## src/verilog/boot_pkg.sv

```systemverilog
// Shared constants and helpers for the serial boot link
package boot_pkg;

   // Link framing and command codes
   localparam logic [7:0] SYNC_BYTE = 8'h86;
   localparam logic [7:0] CMD_RAM = 8'h10;
   localparam logic [7:0] CMD_SUM = 8'h20;
   localparam logic [7:0] CMD_INFO = 8'h30;
   localparam logic [7:0] CMD_PROTECT = 8'h60;

   // Low nibble of acknowledge bytes
   localparam logic [3:0] ACK_RX_ERR = 4'h8;
   localparam logic [3:0] ACK_FAIL = 4'h1;
   localparam logic [3:0] ACK_OK = 4'h0;

   // Byte values with special meaning
   localparam logic [7:0] BLANK_BYTE = 8'hff;
   localparam logic [7:0] CHECK_OK = 8'h00;

   // Flash layout: password area followed directly by reset vector
   localparam logic [23:0] FLASH_BASE = 24'h040000;
   localparam logic [23:0] PW_ADDR = 24'h04fef4;
   localparam int PW_LEN = 12;
   localparam int VEC_LEN = 3;
   localparam int FLASH_BYTES = 262144;

   // Baud detection: first to third edge of the sync byte is 4 bits
   localparam int AC_BITS_LOG2 = 2;
   localparam int TOL_SHIFT = 3;
   localparam int TIMER_W = 20;
   localparam int BIT_W = 16;

   // Two's complement of an 8-bit running sum
   function automatic logic [7:0] frame_check(input logic [7:0] sum8);
      return 8'h00 - sum8;
   endfunction : frame_check

endpackage : boot_pkg

```

## src/verilog/boot_link_if.sv

```systemverilog
// Two-wire serial link between boot controller and device
`timescale 1ns/100ps
interface boot_link_if;
   logic to_dev;
   logic to_host;
   modport dev (input to_dev, output to_host);
   modport host (output to_dev, input to_host);
endinterface : boot_link_if

```

## src/verilog/uart_byte.sv

```systemverilog
// Byte-wide serial transmitter and receiver, 8N1, run-time bit period
`timescale 1ns/100ps
module uart_byte
   import boot_pkg::*;
(
   input wire logic clk_i,
   input wire logic rst_n_i,
   input wire logic [BIT_W-1:0] bit_cycles_i,
   input wire logic rx_en_i,
   input wire logic rxd_i,
   input wire logic [7:0] tx_data_i,
   input wire logic tx_valid_i,
   output logic tx_ready_o,
   output logic txd_o,
   output logic rx_level_o,
   output logic [7:0] rx_data_o,
   output logic rx_valid_o,
   output logic rx_err_o
);

   typedef struct packed {
      logic busy;
      logic [BIT_W-1:0] cnt;
      logic [3:0] bits;
      logic [9:0] sh;
      logic valid;
      logic err;
      logic line;
   } ser_t;

   logic [1:0] sync_r;
   ser_t rx_r, rx_nxt, tx_r, tx_nxt;
   logic [BIT_W-1:0] reload;

   ////////////////////////////////////////////////////////////////////////
   // Two-stage synchroniser on the receive pin
   always_ff @(posedge clk_i or negedge rst_n_i) begin
      if (!rst_n_i) begin
         sync_r <= 2'h3;
      end else begin
         sync_r <= {sync_r[0], rxd_i};
      end
   end

   assign rx_level_o = sync_r[1];
   assign reload = bit_cycles_i - 16'h0001;

   ////////////////////////////////////////////////////////////////////////
   // Receiver: half-bit to start centre, then full bits
   always_comb begin
      rx_nxt = rx_r;
      rx_nxt.valid = 1'b0;
      if (!rx_r.busy) begin
         if (rx_en_i && !sync_r[1]) begin
            rx_nxt.busy = 1'b1;
            rx_nxt.cnt = {1'b0, bit_cycles_i[BIT_W-1:1]};
            rx_nxt.bits = 4'h0;
         end
      end else if (rx_r.cnt != '0) begin
         rx_nxt.cnt = rx_r.cnt - 16'h0001;
      end else begin
         rx_nxt.cnt = reload;
         rx_nxt.bits = rx_r.bits + 4'h1;
         if (rx_r.bits == 4'h0) begin
            rx_nxt.busy = ~sync_r[1]; // Glitch, not a start bit
         end else if (rx_r.bits == 4'h9) begin
            rx_nxt.busy = 1'b0;
            rx_nxt.valid = 1'b1;
            rx_nxt.err = ~sync_r[1]; // Stop bit missing
         end else begin
            rx_nxt.sh = {2'h0, sync_r[1], rx_r.sh[7:1]};
         end
      end
   end

   ////////////////////////////////////////////////////////////////////////
   // Transmitter: start, eight data bits LSB first, stop
   always_comb begin
      tx_nxt = tx_r;
      if (!tx_r.busy) begin
         if (tx_valid_i) begin
            tx_nxt.busy = 1'b1;
            tx_nxt.sh = {1'b1, tx_data_i, 1'b0};
            tx_nxt.cnt = reload;
            tx_nxt.bits = 4'h0;
            tx_nxt.line = 1'b0;
         end
      end else if (tx_r.cnt != '0) begin
         tx_nxt.cnt = tx_r.cnt - 16'h0001;
      end else if (tx_r.bits == 4'h9) begin
         tx_nxt.busy = 1'b0;
         tx_nxt.line = 1'b1;
      end else begin
         tx_nxt.cnt = reload;
         tx_nxt.bits = tx_r.bits + 4'h1;
         tx_nxt.sh = {1'b1, tx_r.sh[9:1]};
         tx_nxt.line = tx_r.sh[1];
      end
   end

   // State registers
   always_ff @(posedge clk_i or negedge rst_n_i) begin
      if (!rst_n_i) begin
         rx_r <= '0;
         tx_r <= '0;
         tx_r.line <= 1'b1;
      end else begin
         rx_r <= rx_nxt;
         tx_r <= tx_nxt;
      end
   end

   assign tx_ready_o = ~tx_r.busy;
   assign txd_o = tx_r.line;
   assign rx_data_o = rx_r.sh[7:0];
   assign rx_valid_o = rx_r.valid;
   assign rx_err_o = rx_r.err;

endmodule : uart_byte

```

## src/verilog/boot_dev.sv

```systemverilog
// Device end of the serial boot loader: baud sync, password, flash total
`timescale 1ns/100ps
module boot_dev
   import boot_pkg::*;
#(
   parameter int SUM_BYTES = FLASH_BYTES,
   parameter logic [BIT_W-1:0] MIN_BIT_CYCLES = 16'h0008,
   parameter logic [7:0] INFO_0 = 8'h5a, // Arbitrary value
   parameter logic [7:0] INFO_1 = 8'ha5 // Arbitrary value
) (
   input wire logic clk_i,
   input wire logic rst_n_i,
   boot_link_if.dev link,
   output logic [23:0] flash_addr_o,
   output logic flash_rd_o,
   input wire logic [7:0] flash_data_i,
   input wire logic flash_busy_i,
   output logic linked_o,
   output logic halted_o
);

   typedef enum logic [6:0] {
      S_BAUD = 7'h01,
      S_HALT = 7'h02,
      S_CMD = 7'h04,
      S_SEND = 7'h08,
      S_PWLOAD = 7'h10,
      S_PWRX = 7'h20,
      S_SUM = 7'h40
   } dev_state_t;

   localparam int PW_TOTAL = PW_LEN + VEC_LEN;
   localparam logic [18:0] SUM_END = 19'(SUM_BYTES);
   localparam logic [18:0] PW_END = 19'(PW_TOTAL);
   localparam logic [3:0] PW_LAST = 4'(PW_LEN);

   typedef struct packed {
      dev_state_t state;
      dev_state_t after;
      logic [1:0] edges;
      logic [TIMER_W-1:0] t_a;
      logic [TIMER_W-1:0] t_b;
      logic [BIT_W-1:0] bit_cyc;
      logic [7:0] cmd;
      logic [3:0][7:0] rep;
      logic [1:0] rep_last;
      logic [1:0] rep_i;
      logic [18:0] idx;
      logic rd;
      logic wt;
      logic [23:0] addr;
      logic [PW_TOTAL-1:0][7:0] stored;
      logic [15:0] total;
      logic [7:0] sum8;
      logic mism;
      logic same;
      logic [7:0] first;
      logic rxerr;
   } dev_regs_t;

   dev_regs_t st_r, st_nxt;
   logic [TIMER_W-1:0] timer_r;
   logic lvl_d_r;
   logic rx_level, rx_valid, rx_err, tx_ready, tx_valid;
   logic [7:0] rx_data, tx_data;
   logic [TIMER_W-1:0] t_ab2, t_ac, t_diff;
   logic baud_ok, blank, pw_err, edge_seen;
   logic [7:0] add8;
   logic [3:0] ack_lo;

   ////////////////////////////////////////////////////////////////////////
   // Serial engine, receiver held off until baud is known
   uart_byte u_uart (
      .clk_i(clk_i),
      .rst_n_i(rst_n_i),
      .bit_cycles_i(st_r.bit_cyc),
      .rx_en_i(st_r.state != S_BAUD && st_r.state != S_HALT),
      .rxd_i(link.to_dev),
      .tx_data_i(tx_data),
      .tx_valid_i(tx_valid),
      .tx_ready_o(tx_ready),
      .txd_o(link.to_host),
      .rx_level_o(rx_level),
      .rx_data_o(rx_data),
      .rx_valid_o(rx_valid),
      .rx_err_o(rx_err)
   );

   ////////////////////////////////////////////////////////////////////////
   // Free-running timer and previous line level
   always_ff @(posedge clk_i or negedge rst_n_i) begin
      if (!rst_n_i) begin
         timer_r <= '0;
         lvl_d_r <= 1'b1;
      end else begin
         timer_r <= timer_r + 20'h00001;
         lvl_d_r <= rx_level;
      end
   end

   assign edge_seen = rx_level ^ lvl_d_r;

   // Interval checks: 2*tAB must agree with tAC within tolerance
   assign t_ac = timer_r - st_r.t_a;
   assign t_ab2 = {st_r.t_b[TIMER_W-2:0] - st_r.t_a[TIMER_W-2:0], 1'b0};
   assign t_diff = (t_ab2 > t_ac) ? t_ab2 - t_ac : t_ac - t_ab2;
   assign baud_ok = (t_ac[TIMER_W-1:BIT_W+AC_BITS_LOG2] == '0) &&
                    (t_ac[BIT_W+AC_BITS_LOG2-1:AC_BITS_LOG2] >=
                     MIN_BIT_CYCLES) &&
                    (t_diff <= (t_ac >> TOL_SHIFT));

   // Password verdict from stored and received bytes
   assign blank = (st_r.stored[PW_LEN] == BLANK_BYTE) &&
                  (st_r.stored[PW_LEN+1] == BLANK_BYTE) &&
                  (st_r.stored[PW_LEN+2] == BLANK_BYTE);
   assign pw_err = st_r.mism ||
                   (st_r.same && !(st_r.first == BLANK_BYTE && blank));

   assign add8 = st_r.sum8 + rx_data;

   // receive error, then check byte, then password
   // check accepted when sum is zero
   always_comb begin
      if (st_r.rxerr || rx_err) begin
         ack_lo = ACK_RX_ERR;
      end else if (add8 != CHECK_OK || pw_err) begin
         ack_lo = ACK_FAIL;
      end else begin
         ack_lo = ACK_OK;
      end
   end

   assign tx_valid = (st_r.state == S_SEND);
   assign tx_data = st_r.rep[st_r.rep_i];

   ////////////////////////////////////////////////////////////////////////
   // Main sequencer next-state logic
   always_comb begin
      st_nxt = st_r;
      st_nxt.rd = 1'b0;
      unique case (st_r.state)
         // sync byte only measured, never decoded
         S_BAUD: begin
            if (edge_seen) begin
               st_nxt.edges = st_r.edges + 2'h1;
               unique case (st_r.edges)
                  2'h0: st_nxt.t_a = timer_r;
                  2'h1: st_nxt.t_b = timer_r;
                  2'h2: begin
                     st_nxt.bit_cyc = t_ac[BIT_W+AC_BITS_LOG2-1:AC_BITS_LOG2];
                     if (!baud_ok) begin
                        st_nxt.state = S_HALT;
                     end
                  end
                  2'h3: begin
                     st_nxt.rep[0] = SYNC_BYTE;
                     st_nxt.rep_last = 2'h0;
                     st_nxt.after = S_CMD;
                     st_nxt.state = S_SEND;
                  end
               endcase
            end
         end
         S_HALT: begin
         end
         S_CMD: begin
            if (rx_valid) begin
               st_nxt.cmd = rx_data;
               st_nxt.rep_last = 2'h0;
               st_nxt.after = S_CMD;
               st_nxt.idx = '0;
               st_nxt.wt = 1'b0;
               st_nxt.state = S_SEND;
               if (rx_err) begin
                  st_nxt.rep[0] = {rx_data[7:4], ACK_RX_ERR};
               end else if (rx_data == CMD_RAM || rx_data == CMD_PROTECT) begin
                  st_nxt.rep[0] = rx_data;
                  st_nxt.after = S_PWLOAD;
               end else if (rx_data == CMD_SUM) begin
                  st_nxt.rep[0] = rx_data;
                  st_nxt.total = '0;
                  st_nxt.after = S_SUM;
               end else if (rx_data == CMD_INFO) begin
                  // info reply ends in check byte
                  st_nxt.rep = {frame_check(INFO_0 + INFO_1), INFO_1,
                                INFO_0, rx_data};
                  st_nxt.rep_last = 2'h3;
               end else begin
                  st_nxt.rep[0] = {rx_data[7:4], ACK_FAIL};
               end
            end
         end
         S_SEND: begin
            if (tx_ready) begin
               st_nxt.rep_i = st_r.rep_i + 2'h1;
               if (st_r.rep_i == st_r.rep_last) begin
                  st_nxt.rep_i = 2'h0;
                  st_nxt.state = st_r.after;
               end
            end
         end
         S_PWLOAD, S_SUM: begin
            if (st_r.wt) begin
               st_nxt.wt = 1'b0;
               st_nxt.idx = st_r.idx + 19'h00001;
               st_nxt.stored[st_r.idx[3:0]] = flash_data_i;
               // unsigned byte added into 16 bits
               st_nxt.total = st_r.total + {8'h00, flash_data_i};
            end else if (st_r.rd) begin
               st_nxt.wt = 1'b1;
            end else if (st_r.state == S_PWLOAD && st_r.idx == PW_END) begin
               st_nxt.idx = '0;
               st_nxt.sum8 = '0;
               st_nxt.mism = 1'b0;
               st_nxt.rxerr = 1'b0;
               st_nxt.state = S_PWRX;
            // stop only after last flash byte
            end else if (st_r.state == S_SUM && st_r.idx == SUM_END) begin
               // total reply ends in check byte
               st_nxt.rep = {8'h00,
                             frame_check(st_r.total[15:8] + st_r.total[7:0]),
                             st_r.total[7:0], st_r.total[15:8]};
               st_nxt.rep_last = 2'h2;
               st_nxt.after = S_CMD;
               st_nxt.state = S_SEND;
            end else if (!flash_busy_i) begin
               st_nxt.rd = 1'b1;
               st_nxt.addr = (st_r.state == S_SUM) ?
                             FLASH_BASE + {5'h00, st_r.idx} :
                             PW_ADDR + {5'h00, st_r.idx};
            end
         end
         S_PWRX: begin
            if (rx_valid) begin
               st_nxt.idx = st_r.idx + 19'h00001;
               st_nxt.sum8 = add8;
               st_nxt.rxerr = st_r.rxerr | rx_err;
               if (st_r.idx[3:0] == 4'h0) begin
                  st_nxt.first = rx_data;
                  st_nxt.same = 1'b1;
               end else if (rx_data != st_r.first && st_r.idx[3:0] < PW_LAST) begin
                  st_nxt.same = 1'b0;
               end
               // compare in order with stored byte
               if (st_r.idx[3:0] < PW_LAST &&
                   rx_data != st_r.stored[st_r.idx[3:0]]) begin
                  st_nxt.mism = 1'b1;
               end
               // verdict goes back after the 13th byte, the check byte
               if (st_r.idx[3:0] == PW_LAST) begin
                  st_nxt.rep[0] = {st_r.cmd[7:4], ack_lo};
                  st_nxt.rep_last = 2'h0;
                  st_nxt.after = S_CMD;
                  st_nxt.state = S_SEND;
               end
            end
         end
         default: st_nxt.state = S_HALT;
      endcase
   end

   // Sequencer registers
   always_ff @(posedge clk_i or negedge rst_n_i) begin
      if (!rst_n_i) begin
         st_r <= '0;
         st_r.state <= S_BAUD;
         st_r.after <= S_CMD;
         st_r.bit_cyc <= MIN_BIT_CYCLES;
      end else begin
         st_r <= st_nxt;
      end
   end

   assign flash_addr_o = st_r.addr;
   assign flash_rd_o = st_r.rd;
   assign linked_o = (st_r.state != S_BAUD) && (st_r.state != S_HALT);
   assign halted_o = (st_r.state == S_HALT);

endmodule : boot_dev

```

## src/flat_wrapper.sv

```systemverilog
// flat-port wrapper written by rule: the top's interface ports become plain ports
module boot_dev_flat import boot_pkg::*;
#(
   parameter int SUM_BYTES = FLASH_BYTES,
   parameter logic [BIT_W-1:0] MIN_BIT_CYCLES = 16'h0008,
   parameter logic [7:0] INFO_0 = 8'h5a,                   
   parameter logic [7:0] INFO_1 = 8'ha5                   
)
  (clk_i, rst_n_i, flash_addr_o, flash_rd_o, flash_data_i, flash_busy_i, linked_o, halted_o, link_to_dev, link_to_host);
  boot_link_if link_i ();
  input wire logic clk_i;
  input wire logic rst_n_i;
  output logic [23:0] flash_addr_o;
  output logic flash_rd_o;
  input wire logic [7:0] flash_data_i;
  input wire logic flash_busy_i;
  output logic linked_o;
  output logic halted_o;
  input wire logic [$bits(link_i.to_dev)-1:0] link_to_dev;
  output wire logic [$bits(link_i.to_host)-1:0] link_to_host;
  assign link_i.to_dev = link_to_dev;
  assign link_to_host = link_i.to_host;
  boot_dev #(.SUM_BYTES(SUM_BYTES), .MIN_BIT_CYCLES(MIN_BIT_CYCLES), .INFO_0(INFO_0), .INFO_1(INFO_1)) u_core (.clk_i(clk_i), .rst_n_i(rst_n_i), .link(link_i), .flash_addr_o(flash_addr_o), .flash_rd_o(flash_rd_o), .flash_data_i(flash_data_i), .flash_busy_i(flash_busy_i), .linked_o(linked_o), .halted_o(halted_o));
endmodule
```

## config.mk

```make
export PLATFORM = sky130hd
export DESIGN_NAME = boot_dev_flat
export DESIGN_NICKNAME = d
export VERILOG_FILES = /design/src/verilog/boot_pkg.sv /design/src/verilog/boot_link_if.sv /design/src/verilog/uart_byte.sv /design/src/verilog/boot_dev.sv /design/src/flat_wrapper.sv
export SDC_FILE = /design/constraint.sdc
export NUM_CORES = 1
export LEC_CHECK = 0
export BUFFER_PORTS_ARGS = -buffer_cell sky130_fd_sc_hd__buf_2
export CAP_MARGIN = 10
export CORE_MARGIN = 3
export CORE_UTILIZATION = 60
export CTS_BUF_LIST = sky130_fd_sc_hd__clkbuf_4 sky130_fd_sc_hd__clkbuf_8
export DETAILED_ROUTE_END_ITERATION = 7
export GPL_TIMING_DRIVEN = 0
export PLACE_DENSITY = 0.78
export SLEW_MARGIN = 5
export SYNTH_ARGS = -nofsm -noshare
export SYNTH_HDL_FRONTEND = slang
export SYNTH_HIERARCHICAL = 1
export SYNTH_SLANG_ARGS = --single-unit
```

## constraint.sdc

```tcl
create_clock -name clk_i -period 18.89 [get_ports clk_i]
set_input_delay 3.778 -clock clk_i [delete_from_list [all_inputs] [get_ports clk_i]]
set_output_delay 3.778 -clock clk_i [all_outputs]
set_load 0.01 [all_outputs]
```

==> flow_metrics.py, run 1 <==
metrics = {
    "timing": {
        "fin_tns_setup_ns": 0,
        "hold-worst-slack_ns": 0.362,
        "fmaxAchievable_ghz": 0.112,
        "rsz_0062_raised_after_global_routing": "false",
        "timing.final.crit_share_pct": 47.3,
        "worst_slack_ns": 9.95,
        "timing_worst_slew_pin_value_ns": 1.06,
        "clock-skew-final_ns": 0.0188,
        "min_period_ns": 8.94,
        "finalHoldViolations": 0,
        "max-slew-margin-rel_pct": 29.2,
        "timing.final.setup_violations": 0,
        "timing.final.max_slew_violations": 0,
    },
    "worst_setup_path": {
        "cp_most_frequent_cell": "sky130_fd_sc_hd__a21o_1",
        "setup.worst_path.end": "u_core/st_r[309]",
        "worst_setup_path_end_kind": "register",
        "r2r_end": "u_core/st_r[309]",
        "cp_data_arrival_time_ns": 9.50,
        "nature_of_the_critical_path_startpoint": "register",
        "critical_path.max_fanout": 10,
        "rr_startpoint": "u_core/timer_r[0]",
        "r2r.worst_path.cells": 37,
        "kind_of_critical_path": "register to register",
        "reg2reg_setup_slack_ns": 9.95,
        "cell_type_of_the_slowest_stage_on_the_worst_timing_path": "sky130_fd_sc_hd__a221oi_1",
        "timing.critical_path.slowest_cell_delay_ns": 0.54,
        "worst_setup_path_startpoint": "u_core/timer_r[0]",
        "worstPathRequired_ns": 19.45,
    },
    "yosys": {
        "complex_gate_fraction_of_the_synthesized_area_pct": 13.8,
        "syn_inst": 2385,
        "postSynth.asyncResetShare_pct": 100,
        "yosys_most_used_dff": "sky130_fd_sc_hd__dfrtp_1",
        "syn-mean-instance-area_um2": 9.90,
        "postSynthRegisterBits": 381,
        "mappedNetlistArea_um2": 23600,
        "synth-seq-area-share_pct": 40.4,
        "ys_warn_count": 6,
        "dominant_combinational_cell_family_by_area_after_synthesis": "simple AND/OR/NAND/NOR gates",
        "synth_adder_area_share_pct": 8.00,
        "synth_simple_gate_area_share_pct": 14.1,
        "synthDistinctLibCells": 84,
        "yosys-mux-area-fraction_pct": 12.6,
        "synthXorXnorAreaFrac_pct": 5.86,
        "number_of_flops_mapped_to_enable_cells_by_yosys": 0,
    },
    "grt": {
        "grt_usage_pct": 27.9,
        "grt_pass1_wl_um": 94700,
        "antenna_found_initial": 1,
        "grt-ovfl-total": 0,
        "pin_count_of_the_biggest_net_entering_global_routing": 105,
        "number_of_global_route_vias_before_repair": 18600,
    },
    "clock_network": {
        "post_cts_resize_count": 0,
        "total_cts_buffers": 67,
        "maximum_clock_insertion_buffer_count": 3,
        "clock_transition_at_path_regs_ns": 0.06,
        "cts_setup_buffers": 0,
        "cts-htree-levels": 3,
        "cts_tree": "done",
        "cts_root_buffer": "sky130_fd_sc_hd__clkbuf_8",
        "total_number_of_clock_tree_sinks": 381,
        "clock_network_latency_to_the_later_pin_of_the_worst_skew_pair_ns": 0.63,
        "postCtsHoldBufs": 0,
    },
    "floorplan": {
        "ios": 40,
        "die_ar_um2": 41800,
        "die_w_um": 204,
        "die-height_um": 204,
        "fp.coreArea_um2": 38700,
        "rows": 72,
        "initial_utilization_pct": 60.9,
    },
    "place": {
        "place_hpwl_um": 42300,
        "number_of_port_buffers": 35,
        "gpl.final_weighted_congestion": 0.901,
        "pre_cts_slack_ns": 10.06,
    },
    "finish": {
        "fillCellCount": 2952,
        "antenna-diode-count": 0,
        "layout-drive-gt1-share_pct": 17.4,
        "design.final.nets": 2653,
        "final_util_pct": 67.1,
        "area.sequential_um2": 9540,
        "multiInputGateArea_um2": 12900,
        "area_growth_from_synthesis_to_final_layout_pct": 10.2,
    },
    "route": {
        "drt-wirelength-per-cell_um": 18.9,
        "detail_route.wirelength_um": 58100,
        "ant_nets": 0,
        "detail_route.drc_violations": 0,
        "drt_pass1_iterations": 6,
        "post_drt_via_cell_ratio": 6.11,
        "first_iter_violations": 1719,
        "detailroute.via_count": 18700,
    },
    "min_path": {
        "timing.hold.worst_path_depth": 0,
        "holdCritPathClass": "register to register",
    },
    "power_and_ir_drop": {
        "total_leakage_power_uw": 0.0119,
        "max-vdd-ir-drop_v": 0.0000410,
        "power-per-cell-area_nw_per_um2": 68.4,
    },
    "run_status": {
        "run_status": "finished clean",
    },
    "job": {
        "drv_cap": 0,
    },
}
## metrics by stage
stage               instances  instance area [um^2]  power (uW)
detailed placement       2944                 24500         973
floorplan                2388                 23600         931
CTS                      3064                 26000        1800
global placement         2941                 24400         966
finish                   3064                 26000        1780
global route             3064                 26000        1850
## registers in the layout, indices dropped and copies added, names as in the netlist
signal	flops
u_core/flash_addr_o	20
u_core/u_uart/rx_r	21
u_core/u_uart/txd_o	1
u_core/flash_rd_o	1
u_core/u_uart/rx_err_o	1
u_core/timer_r	20
u_core/u_uart/tx_r	30
u_core/lvl_d_r	1
u_core/st_r	275
u_core/u_uart/rx_valid_o	1
u_core/u_uart/sync_r	2
u_core/u_uart/rx_data_o	8
## cell usage after synthesis, types with 14 or more instances
| cell type | number | area share, % |
|---|---|---|
| sky130_fd_sc_hd__a211oi_1 | 25 | 0.80 |
| sky130_fd_sc_hd__a21o_1 | 39 | 1.2 |
| sky130_fd_sc_hd__a21oi_1 | 108 | 2.3 |
| sky130_fd_sc_hd__a22o_1 | 23 | 0.85 |
| sky130_fd_sc_hd__a31oi_1 | 18 | 0.48 |
| sky130_fd_sc_hd__and2_1 | 22 | 0.58 |
| sky130_fd_sc_hd__and3_1 | 15 | 0.40 |
| sky130_fd_sc_hd__buf_4 | 32 | 1.0 |
| sky130_fd_sc_hd__clkbuf_1 | 93 | 1.5 |
| sky130_fd_sc_hd__dfrtp_1 | 374 | 40 |
| sky130_fd_sc_hd__ha_1 | 139 | 7.4 |
| sky130_fd_sc_hd__inv_1 | 131 | 2.1 |
| sky130_fd_sc_hd__mux2_2 | 168 | 8.0 |
| sky130_fd_sc_hd__mux2i_1 | 35 | 1.5 |
| sky130_fd_sc_hd__mux4_2 | 33 | 3.1 |
| sky130_fd_sc_hd__nand2_1 | 232 | 3.7 |
| sky130_fd_sc_hd__nand2b_1 | 18 | 0.48 |
| sky130_fd_sc_hd__nand3_1 | 60 | 1.3 |
| sky130_fd_sc_hd__nand4_1 | 27 | 0.72 |
| sky130_fd_sc_hd__nor2_1 | 124 | 2.0 |
| sky130_fd_sc_hd__nor2b_1 | 19 | 0.50 |
| sky130_fd_sc_hd__nor3_1 | 43 | 0.91 |
| sky130_fd_sc_hd__nor4_1 | 23 | 0.61 |
| sky130_fd_sc_hd__o21ai_0 | 171 | 3.6 |
| sky130_fd_sc_hd__o21bai_1 | 18 | 0.57 |
| sky130_fd_sc_hd__o31ai_1 | 14 | 0.45 |
| sky130_fd_sc_hd__or3_1 | 20 | 0.53 |
| sky130_fd_sc_hd__xnor2_1 | 96 | 3.6 |
| sky130_fd_sc_hd__xor2_1 | 62 | 2.3 |
## layout make-up
cell class	instances	share of cell area, %
Inverter	132	1.91
Clock inverter	18	0.611
Clock buffer	102	5.04
Multi-Input combinational cell	1730	49.5
Timing Repair Buffer	38	1.03
Sequential cell	381	36.7
Tap cell	518	2.49
Buffer	145	2.72
## cell usage in the layout (no fill, tap or decap), drive strengths merged, types with 27 or more instances in the layout
| master | netlist | final |
|---|---|---|
| dfrtp | 374 | 374 |
| nor3 | 44 | 44 |
| a21oi | 108 | 108 |
| mux2 | 168 | 168 |
| nand3 | 60 | 60 |
| buf | 52 | 90 |
| a21o | 40 | 40 |
| mux2i | 35 | 35 |
| nor4 | 27 | 27 |
| ha | 139 | 139 |
| nor2 | 125 | 125 |
| clkbuf | 93 | 195 |
| nand2 | 232 | 232 |
| o21ai | 174 | 174 |
| mux4 | 33 | 33 |
| xor2 | 62 | 62 |
| nand4 | 28 | 28 |
| inv | 132 | 133 |
| xnor2 | 96 | 96 |
## layer usage
layer	vias to the layer above	part of all wire, %	track usage (%)
met2	628	47	45.4
met3	129	6.1	4.63
met1	9237	44	37.9
met4	2	2.9	10.1
met5	-	0.029	0
li1	8723	-	-
## power by group
part | switching [uW] | internal, uW
sequential | 18.0 | 839
combinational | 59.1 | 44.4
clock | 357 | 461
## worst min path at each step
stage / slack [ns] / endpoint / from
floorplan: 0.35 / u_core/u_uart/sync_r[1] / u_core/u_uart/sync_r[0]
global placement: 0.35 / u_core/u_uart/sync_r[1] / u_core/u_uart/sync_r[0]
detailed placement: 0.36 / u_core/u_uart/sync_r[1] / u_core/u_uart/sync_r[0]
CTS: 0.37 / u_core/u_uart/sync_r[1] / u_core/u_uart/sync_r[0]
global route: 0.37 / u_core/u_uart/sync_r[1] / u_core/u_uart/sync_r[0]
finish: 0.36 / u_core/u_uart/sync_r[1] / u_core/u_uart/sync_r[0]
## logic make-up after synthesis
group | Yosys count
AND/OR/NAND/NOR | 672
buffers and inverters | 277
adder cells (fa/ha/maj) | 147
other | 1
multiplexers | 236
AO/OA/AOI/OAI | 513
flip-flops | 381
XOR/XNOR | 158
## critical path, delay by kind of cell (launching register included)
family | cells | cell delay [ns]
XOR/XNOR | 2 | 0.67
buffers and inverters | 6 | 1.48
adder cells (fa/ha/maj) | 4 | 1.27
flip-flops | 1 | 0.40
multiplexers | 1 | 0.15
AO/OA/AOI/OAI | 21 | 4.46
AND/OR/NAND/NOR | 3 | 0.42
Note: power is estimated with default switching activity, not from simulation.
==> run 2: changes to the inputs <==
==> constraint.sdc (replaced) <==
create_clock -name clk_i -period 9.4 [get_ports clk_i]
set_input_delay 1.88 -clock clk_i [delete_from_list [all_inputs] [get_ports clk_i]]
set_output_delay 1.88 -clock clk_i [all_outputs]
set_load 0.01 [all_outputs]
==> run 2 against run 1 <==
Compared with the run above:
- first-iteration DRC count decreased by 1.1%
- highest routed layer unchanged
- largest power group unchanged
- clock-buffer cell count stayed put
- cell area is essentially flat
==> flow_metrics.py, run 2 (same netlist as run 1, synthesis figures left out) <==
metrics = {
    "grt": {
        "pin_count_of_the_biggest_net_entering_global_routing": 105,
        "grt-ovfl-total": 0,
        "grt_pass1_wl_um": 94700,
        "antenna_found_initial": 1,
        "grt_usage_pct": 27.9,
        "number_of_global_route_vias_before_repair": 18600,
    },
    "clock_network": {
        "postCtsHoldBufs": 0,
        "post_cts_resize_count": 0,
        "cts_setup_buffers": 0,
        "cts_root_buffer": "sky130_fd_sc_hd__clkbuf_8",
        "total_number_of_clock_tree_sinks": 381,
        "maximum_clock_insertion_buffer_count": 3,
        "clock_transition_at_path_regs_ns": 0.06,
        "total_cts_buffers": 67,
        "clock_network_latency_to_the_later_pin_of_the_worst_skew_pair_ns": 0.63,
        "cts_tree": "done",
        "cts-htree-levels": 3,
    },
    "floorplan": {
        "die_w_um": 204,
        "die_ar_um2": 41800,
        "die-height_um": 204,
        "fp.coreArea_um2": 38700,
        "initial_utilization_pct": 60.9,
        "rows": 72,
        "ios": 40,
    },
    "finish": {
        "area_growth_from_synthesis_to_final_layout_pct": 10.2,
        "fillCellCount": 2951,
        "largest_registers": "u_core/st_r (275), u_core/u_uart/tx_r (30), u_core/u_uart/rx_r (21)",
        "layout-drive-gt1-share_pct": 17.4,
        "regMostFlops": "u_core/st_r",
        "design.final.nets": 2653,
        "largest_register_ffs": 275,
        "layout.cells.most_common": "sky130_fd_sc_hd__dfrtp_1",
        "final_cell_mix": "sky130_fd_sc_hd__dfrtp_1 (374), sky130_fd_sc_hd__nand2_1 (232), sky130_fd_sc_hd__o21ai_0 (171), sky130_fd_sc_hd__mux2_2 (168), sky130_fd_sc_hd__ha_1 (139)",
        "antenna-diode-count": 0,
    },
    "run_status": {
        "run_status": "finished clean",
    },
    "power_and_ir_drop": {
        "internal_power_uw": 2700,
        "seq_power_share_pct": 48.2,
        "fraction_of_power_consumed_by_the_clock_network_pct": 46.0,
        "total_leakage_power_uw": 0.0119,
        "total_switching_power_uw": 873,
        "power-per-cell-area_nw_per_um2": 137,
        "max-vdd-ir-drop_v": 0.0000821,
        "comb_power_share_pct": 5.8,
        "netSwitchingFraction_pct": 24.4,
    },
    "worst_setup_path": {
        "critical_path.max_fanout": 10,
        "nature_of_the_critical_path_startpoint": "register",
        "worst_setup_path_end_kind": "register",
        "kind_of_critical_path": "register to register",
        "cp_most_frequent_cell": "sky130_fd_sc_hd__a21oi_1",
        "worstPathRequired_ns": 9.96,
        "timing.critical_path.slowest_cell_delay_ns": 0.41,
        "cp_data_arrival_time_ns": 9.38,
        "cell_type_of_the_slowest_stage_on_the_worst_timing_path": "sky130_fd_sc_hd__or3_1",
    },
    "timing": {
        "rsz_0062_raised_after_global_routing": "false",
        "timing.final.crit_share_pct": 93.9,
        "max-slew-margin-rel_pct": 29.2,
        "timing_worst_slew_pin_value_ns": 1.06,
        "fin_tns_setup_ns": 0,
        "clock-skew-final_ns": 0.0184,
        "timing.final.max_slew_violations": 0,
        "fmaxAchievable_ghz": 0.113,
        "worst_slack_ns": 0.573,
        "finalHoldViolations": 0,
        "timing.final.setup_violations": 0,
        "min_period_ns": 8.83,
    },
    "route": {
        "drt_pass1_iterations": 6,
        "detail_route.wirelength_um": 58100,
        "first_iter_violations": 1700,
        "detailroute.via_count": 18800,
        "detail_route.drc_violations": 0,
        "post_drt_via_cell_ratio": 6.12,
        "ant_nets": 0,
        "drt-wirelength-per-cell_um": 19.0,
    },
    "place": {
        "pre_cts_slack_ns": 0.571,
        "number_of_port_buffers": 35,
        "place_hpwl_um": 42300,
        "gpl.final_weighted_congestion": 0.901,
    },
    "min_path": {
        "holdCritPathClass": "register to register",
    },
    "job": {
        "drv_cap": 0,
    },
}
[run 2: layout make-up]
cell class	count	area (um^2)	share of cell area (%)
repair buffers	38	268	1.03
flip-flops and latches	381	9540	36.7
plain buffers	145	707	2.72
clock buffers	102	1310	5.04
clock inverters	18	159	0.611
inverters	132	495	1.91
well taps	518	648	2.49
multi-input cells	1730	12900	49.5
[run 2: final timing paths]
check | from | end | slack (ns) | cells past startpoint
max | u_core/st_r[260] | u_core/st_r[309] | 0.57 | 43
max in group asynchronous | rst_n_i | u_core/st_r[263] | 6.33 | 4
min in group asynchronous | rst_n_i | u_core/flash_addr_o[14] | 1.24 | 1
min reg2reg | u_core/u_uart/sync_r[0] | u_core/u_uart/sync_r[1] | 0.36 | 0
max reg2reg | u_core/st_r[260] | u_core/st_r[309] | 0.57 | 43
min | u_core/u_uart/sync_r[0] | u_core/u_uart/sync_r[1] | 0.36 | 0
[run 2: layer usage]
| layer | up-vias | global-route usage, % | wire (um) |
|---|---|---|---|
| met1 | 9285 | 37.9 | 25400 |
| met2 | 623 | 45.4 | 27500 |
| met4 | 2 | 10.1 | 1660 |
| met5 | - | 0 | 17 |
| li1 | 8714 | - | - |
| met3 | 136 | 4.63 | 3470 |
[run 2: critical path, delay by kind of cell, from the launching register on]
kind / cells / cell delay [ns]
and+or+nand+nor: 5 / 0.93
xor gates and xnor gates: 2 / 0.34
muxes: 1 / 0.15
AOI/OAI and AO/OA: 24 / 4.65
buffers and inverters: 7 / 1.20
adders and majority gates: 4 / 1.12
DFF: 1 / 0.38
[run 2: power by group through the flow]
stage	sequential, uW	combinational [uW]	clock, uW
2_1_floorplan	1740	131	0
3_3_place_gp	1750	193	0
3_5_place_dp	1750	205	0
4_1_cts	1720	207	1680
5_1_grt	1730	231	1760
6_report	1720	208	1640
[run 2: stage by stage]
stage | util [%] | instance area [um^2] | total power (uW) | std cells | hold WS (ns)
after CTS | 67.1 | 26000 | 3610 | 3064 | 0.366
after detailed placement | 63.3 | 24500 | 1960 | 2944 | 0.357
final | 67.1 | 26000 | 3580 | 3064 | 0.362
after global routing | 67.1 | 26000 | 3720 | 3064 | 0.368
after global placement | 63.1 | 24400 | 1940 | 2941 | 0.347
after floorplan | - | 23600 | 1870 | 2388 | 0.345
==> run 3: changes to the inputs <==
==> constraint.sdc (replaced) <==
create_clock -name clk_i -period 8.7 [get_ports clk_i]
set_input_delay 1.74 -clock clk_i [delete_from_list [all_inputs] [get_ports clk_i]]
set_output_delay 1.74 -clock clk_i [all_outputs]
set_load 0.01 [all_outputs]
==> run 3 against run 2 <==
Compared with the run above:
- critical path depth down 7
- worst setup slack better by 0.030 ns
- via count down 0.28%
- cell area up 0.12%
- sequential share of layout area about the same
- worst hold slack about the same
- final cell count about the same
- clock skew up 0.0012 ns
- register-to-register slack better by 0.03 ns
- non-clock buffer count down 1
- combinational power up 8%
- critical path type unchanged
- largest cell class unchanged
- highest routed layer unchanged
==> flow_metrics.py, run 3 (same netlist as run 1, synthesis figures left out) <==
metrics = {
    "route": {
        "first_iter_violations": 1629,
        "post_drt_via_cell_ratio": 6.11,
        "drt_pass1_iterations": 7,
        "drt-wirelength-per-cell_um": 18.9,
        "detail_route.wirelength_um": 58000,
        "ant_nets": 0,
        "detailroute.via_count": 18700,
        "detail_route.drc_violations": 0,
    },
    "timing": {
        "timing.final.setup_violations": 0,
        "finalHoldViolations": 0,
        "min_period_ns": 8.10,
        "clock-skew-final_ns": 0.0196,
        "timing_worst_slew_pin_value_ns": 1.07,
        "timing.final.max_slew_violations": 0,
        "hold-worst-slack_ns": 0.362,
        "rsz_0062_raised_after_global_routing": "false",
        "max-slew-margin-rel_pct": 28.6,
        "worst_slack_ns": 0.603,
        "fmaxAchievable_ghz": 0.124,
        "timing.final.crit_share_pct": 93.1,
    },
    "place": {
        "number_of_port_buffers": 35,
        "pre_cts_slack_ns": -0.129,
        "place_hpwl_um": 42300,
        "dpl.cell_count": 2944,
        "gpl.final_weighted_congestion": 0.901,
        "post_dp_cell_area_um2": 24500,
    },
    "grt": {
        "grt_usage_pct": 27.9,
        "pin_count_of_the_biggest_net_entering_global_routing": 105,
        "antenna_found_initial": 1,
        "grt-ovfl-total": 0,
        "grt_pass1_wl_um": 94700,
        "number_of_global_route_vias_before_repair": 18600,
    },
    "clock_network": {
        "cts_tree": "done",
        "maximum_clock_insertion_buffer_count": 3,
        "cts_root_buffer": "sky130_fd_sc_hd__clkbuf_8",
        "total_number_of_clock_tree_sinks": 381,
        "clock_network_latency_to_the_later_pin_of_the_worst_skew_pair_ns": 0.63,
        "total_cts_buffers": 67,
        "clock_transition_at_path_regs_ns": 0.06,
        "cts-htree-levels": 3,
    },
    "run_status": {
        "run_status": "finished clean",
    },
    "min_path": {
        "timing.hold.worst_path_depth": 0,
        "holdCritPathClass": "register to register",
        "worstHoldStart": "u_core/u_uart/sync_r[0]",
        "hold_path_end": "u_core/u_uart/sync_r[1]",
    },
    "finish": {
        "regMostFlops": "u_core/st_r",
        "area_growth_from_synthesis_to_final_layout_pct": 10.3,
        "final_cell_mix": "sky130_fd_sc_hd__dfrtp_1 (374), sky130_fd_sc_hd__nand2_1 (232), sky130_fd_sc_hd__o21ai_0 (171), sky130_fd_sc_hd__mux2_2 (168), sky130_fd_sc_hd__ha_1 (138)",
        "layout.cells.most_common": "sky130_fd_sc_hd__dfrtp_1",
        "design.final.nets": 2652,
        "final_cell_count_no_fill": 3063,
        "largest_register_ffs": 275,
        "layout-drive-gt1-share_pct": 17.7,
        "largest_registers": "u_core/st_r (275), u_core/u_uart/tx_r (30), u_core/u_uart/rx_r (21)",
        "antenna-diode-count": 0,
        "final_area_um2": 26000,
    },
    "worst_setup_path": {
        "rr_startpoint": "u_core/timer_r[0]",
        "r2r.worst_path.cells": 36,
        "r2r_end": "u_core/st_r[309]",
        "reg2reg_setup_slack_ns": 0.60,
        "timing.critical_path.max_delay_family": "compound AO/OA/AOI/OAI gates",
        "worstPathRequired_ns": 9.26,
        "kind_of_critical_path": "register to register",
        "cp_data_arrival_time_ns": 8.65,
        "critical_path.max_fanout": 19,
        "cell_type_of_the_slowest_stage_on_the_worst_timing_path": "sky130_fd_sc_hd__or3_1",
        "cp_most_frequent_cell": "sky130_fd_sc_hd__a21o_1",
        "nature_of_the_critical_path_startpoint": "register",
        "timing.critical_path.slowest_cell_delay_ns": 0.45,
        "path_buf_inv": 5,
        "worst_setup_path_end_kind": "register",
    },
    "power_and_ir_drop": {
        "total_leakage_power_uw": 0.0119,
        "power-per-cell-area_nw_per_um2": 148,
        "max-vdd-ir-drop_v": 0.0000886,
    },
    "floorplan": {
        "die-height_um": 204,
        "ios": 40,
        "fp.coreArea_um2": 38700,
        "rows": 72,
        "die_ar_um2": 41800,
        "initial_utilization_pct": 60.9,
        "die_w_um": 204,
    },
    "job": {
        "drv_cap": 0,
    },
}
run 3: cell type report:
class / instances / area [um^2]
well taps: 518 / 648
fillers: 2947 / 12700
repair buffers: 39 / 275
clock buffers: 102 / 1310
clock inverters: 18 / 159
plain buffers: 143 / 702
inverters: 132 / 495
multi-input cells: 1730 / 12900
flip-flops and latches: 381 / 9540
run 3: power by group:
group          switching (uW)  total (uW)  internal, uW
Clock                     777        1780          1000
Sequential               39.1        1860          1820
Combinational             128         224          96.4
run 3: per-layer routing:
metal / vias up / share of wire (%) / global-route usage, %
li1: 8712 / - / -
met1: 9206 / 44 / 37.9
met2: 659 / 47 / 45.4
met3: 129 / 6.1 / 4.63
met4: 2 / 2.8 / 10.1
met5: - / 0.029 / 0
run 3: worst reg2reg max path, delay by kind of cell (launching register included):
| family | cells | cell delay (ns) |
|---|---|---|
| multiplexers | 1 | 0.15 |
| adder cells (fa/ha/maj) | 4 | 1.20 |
| XOR/XNOR | 2 | 0.31 |
| AO/OA/AOI/OAI | 21 | 4.20 |
| AND/OR/NAND/NOR | 3 | 0.81 |
| buffers and inverters | 5 | 0.98 |
| flip-flops | 1 | 0.40 |
run 3: what timing repair did:
action / 4_1_cts / 5_1_grt
resized for setup: 2 / 9
setup buffers: 0 / 1
hold buffers: 0 / 0
setup endpoints to repair: 4 / 4
pin swaps: 0 / 2
hold endpoints to repair: 0 / 0
run 3: how the worst max path moves through the flow:
stage | startpoint | to | depth (start not counted)
2_1_floorplan | u_core/st_r[260] | u_core/st_r[312] | 43
3_3_place_gp | rst_n_i | u_core/st_r[264] | 1
3_5_place_dp | u_core/timer_r[0] | u_core/st_r[312] | 37
4_1_cts | u_core/st_r[260] | u_core/st_r[312] | 43
5_1_grt | u_core/st_r[260] | u_core/st_r[312] | 41
6_report | u_core/timer_r[0] | u_core/st_r[309] | 36
run 3: stage by stage:
step / total power (uW) / setup TNS (ns) / util (%)
CTS: 3900 / 0 / 67.1
detailed placement: 2110 / -0.510 / 63.3
floorplan: 2020 / 0 / -
finish: 3860 / 0 / 67.2
global placement: 2100 / -497.38 / 63.1
global route: 4010 / 0 / 67.2
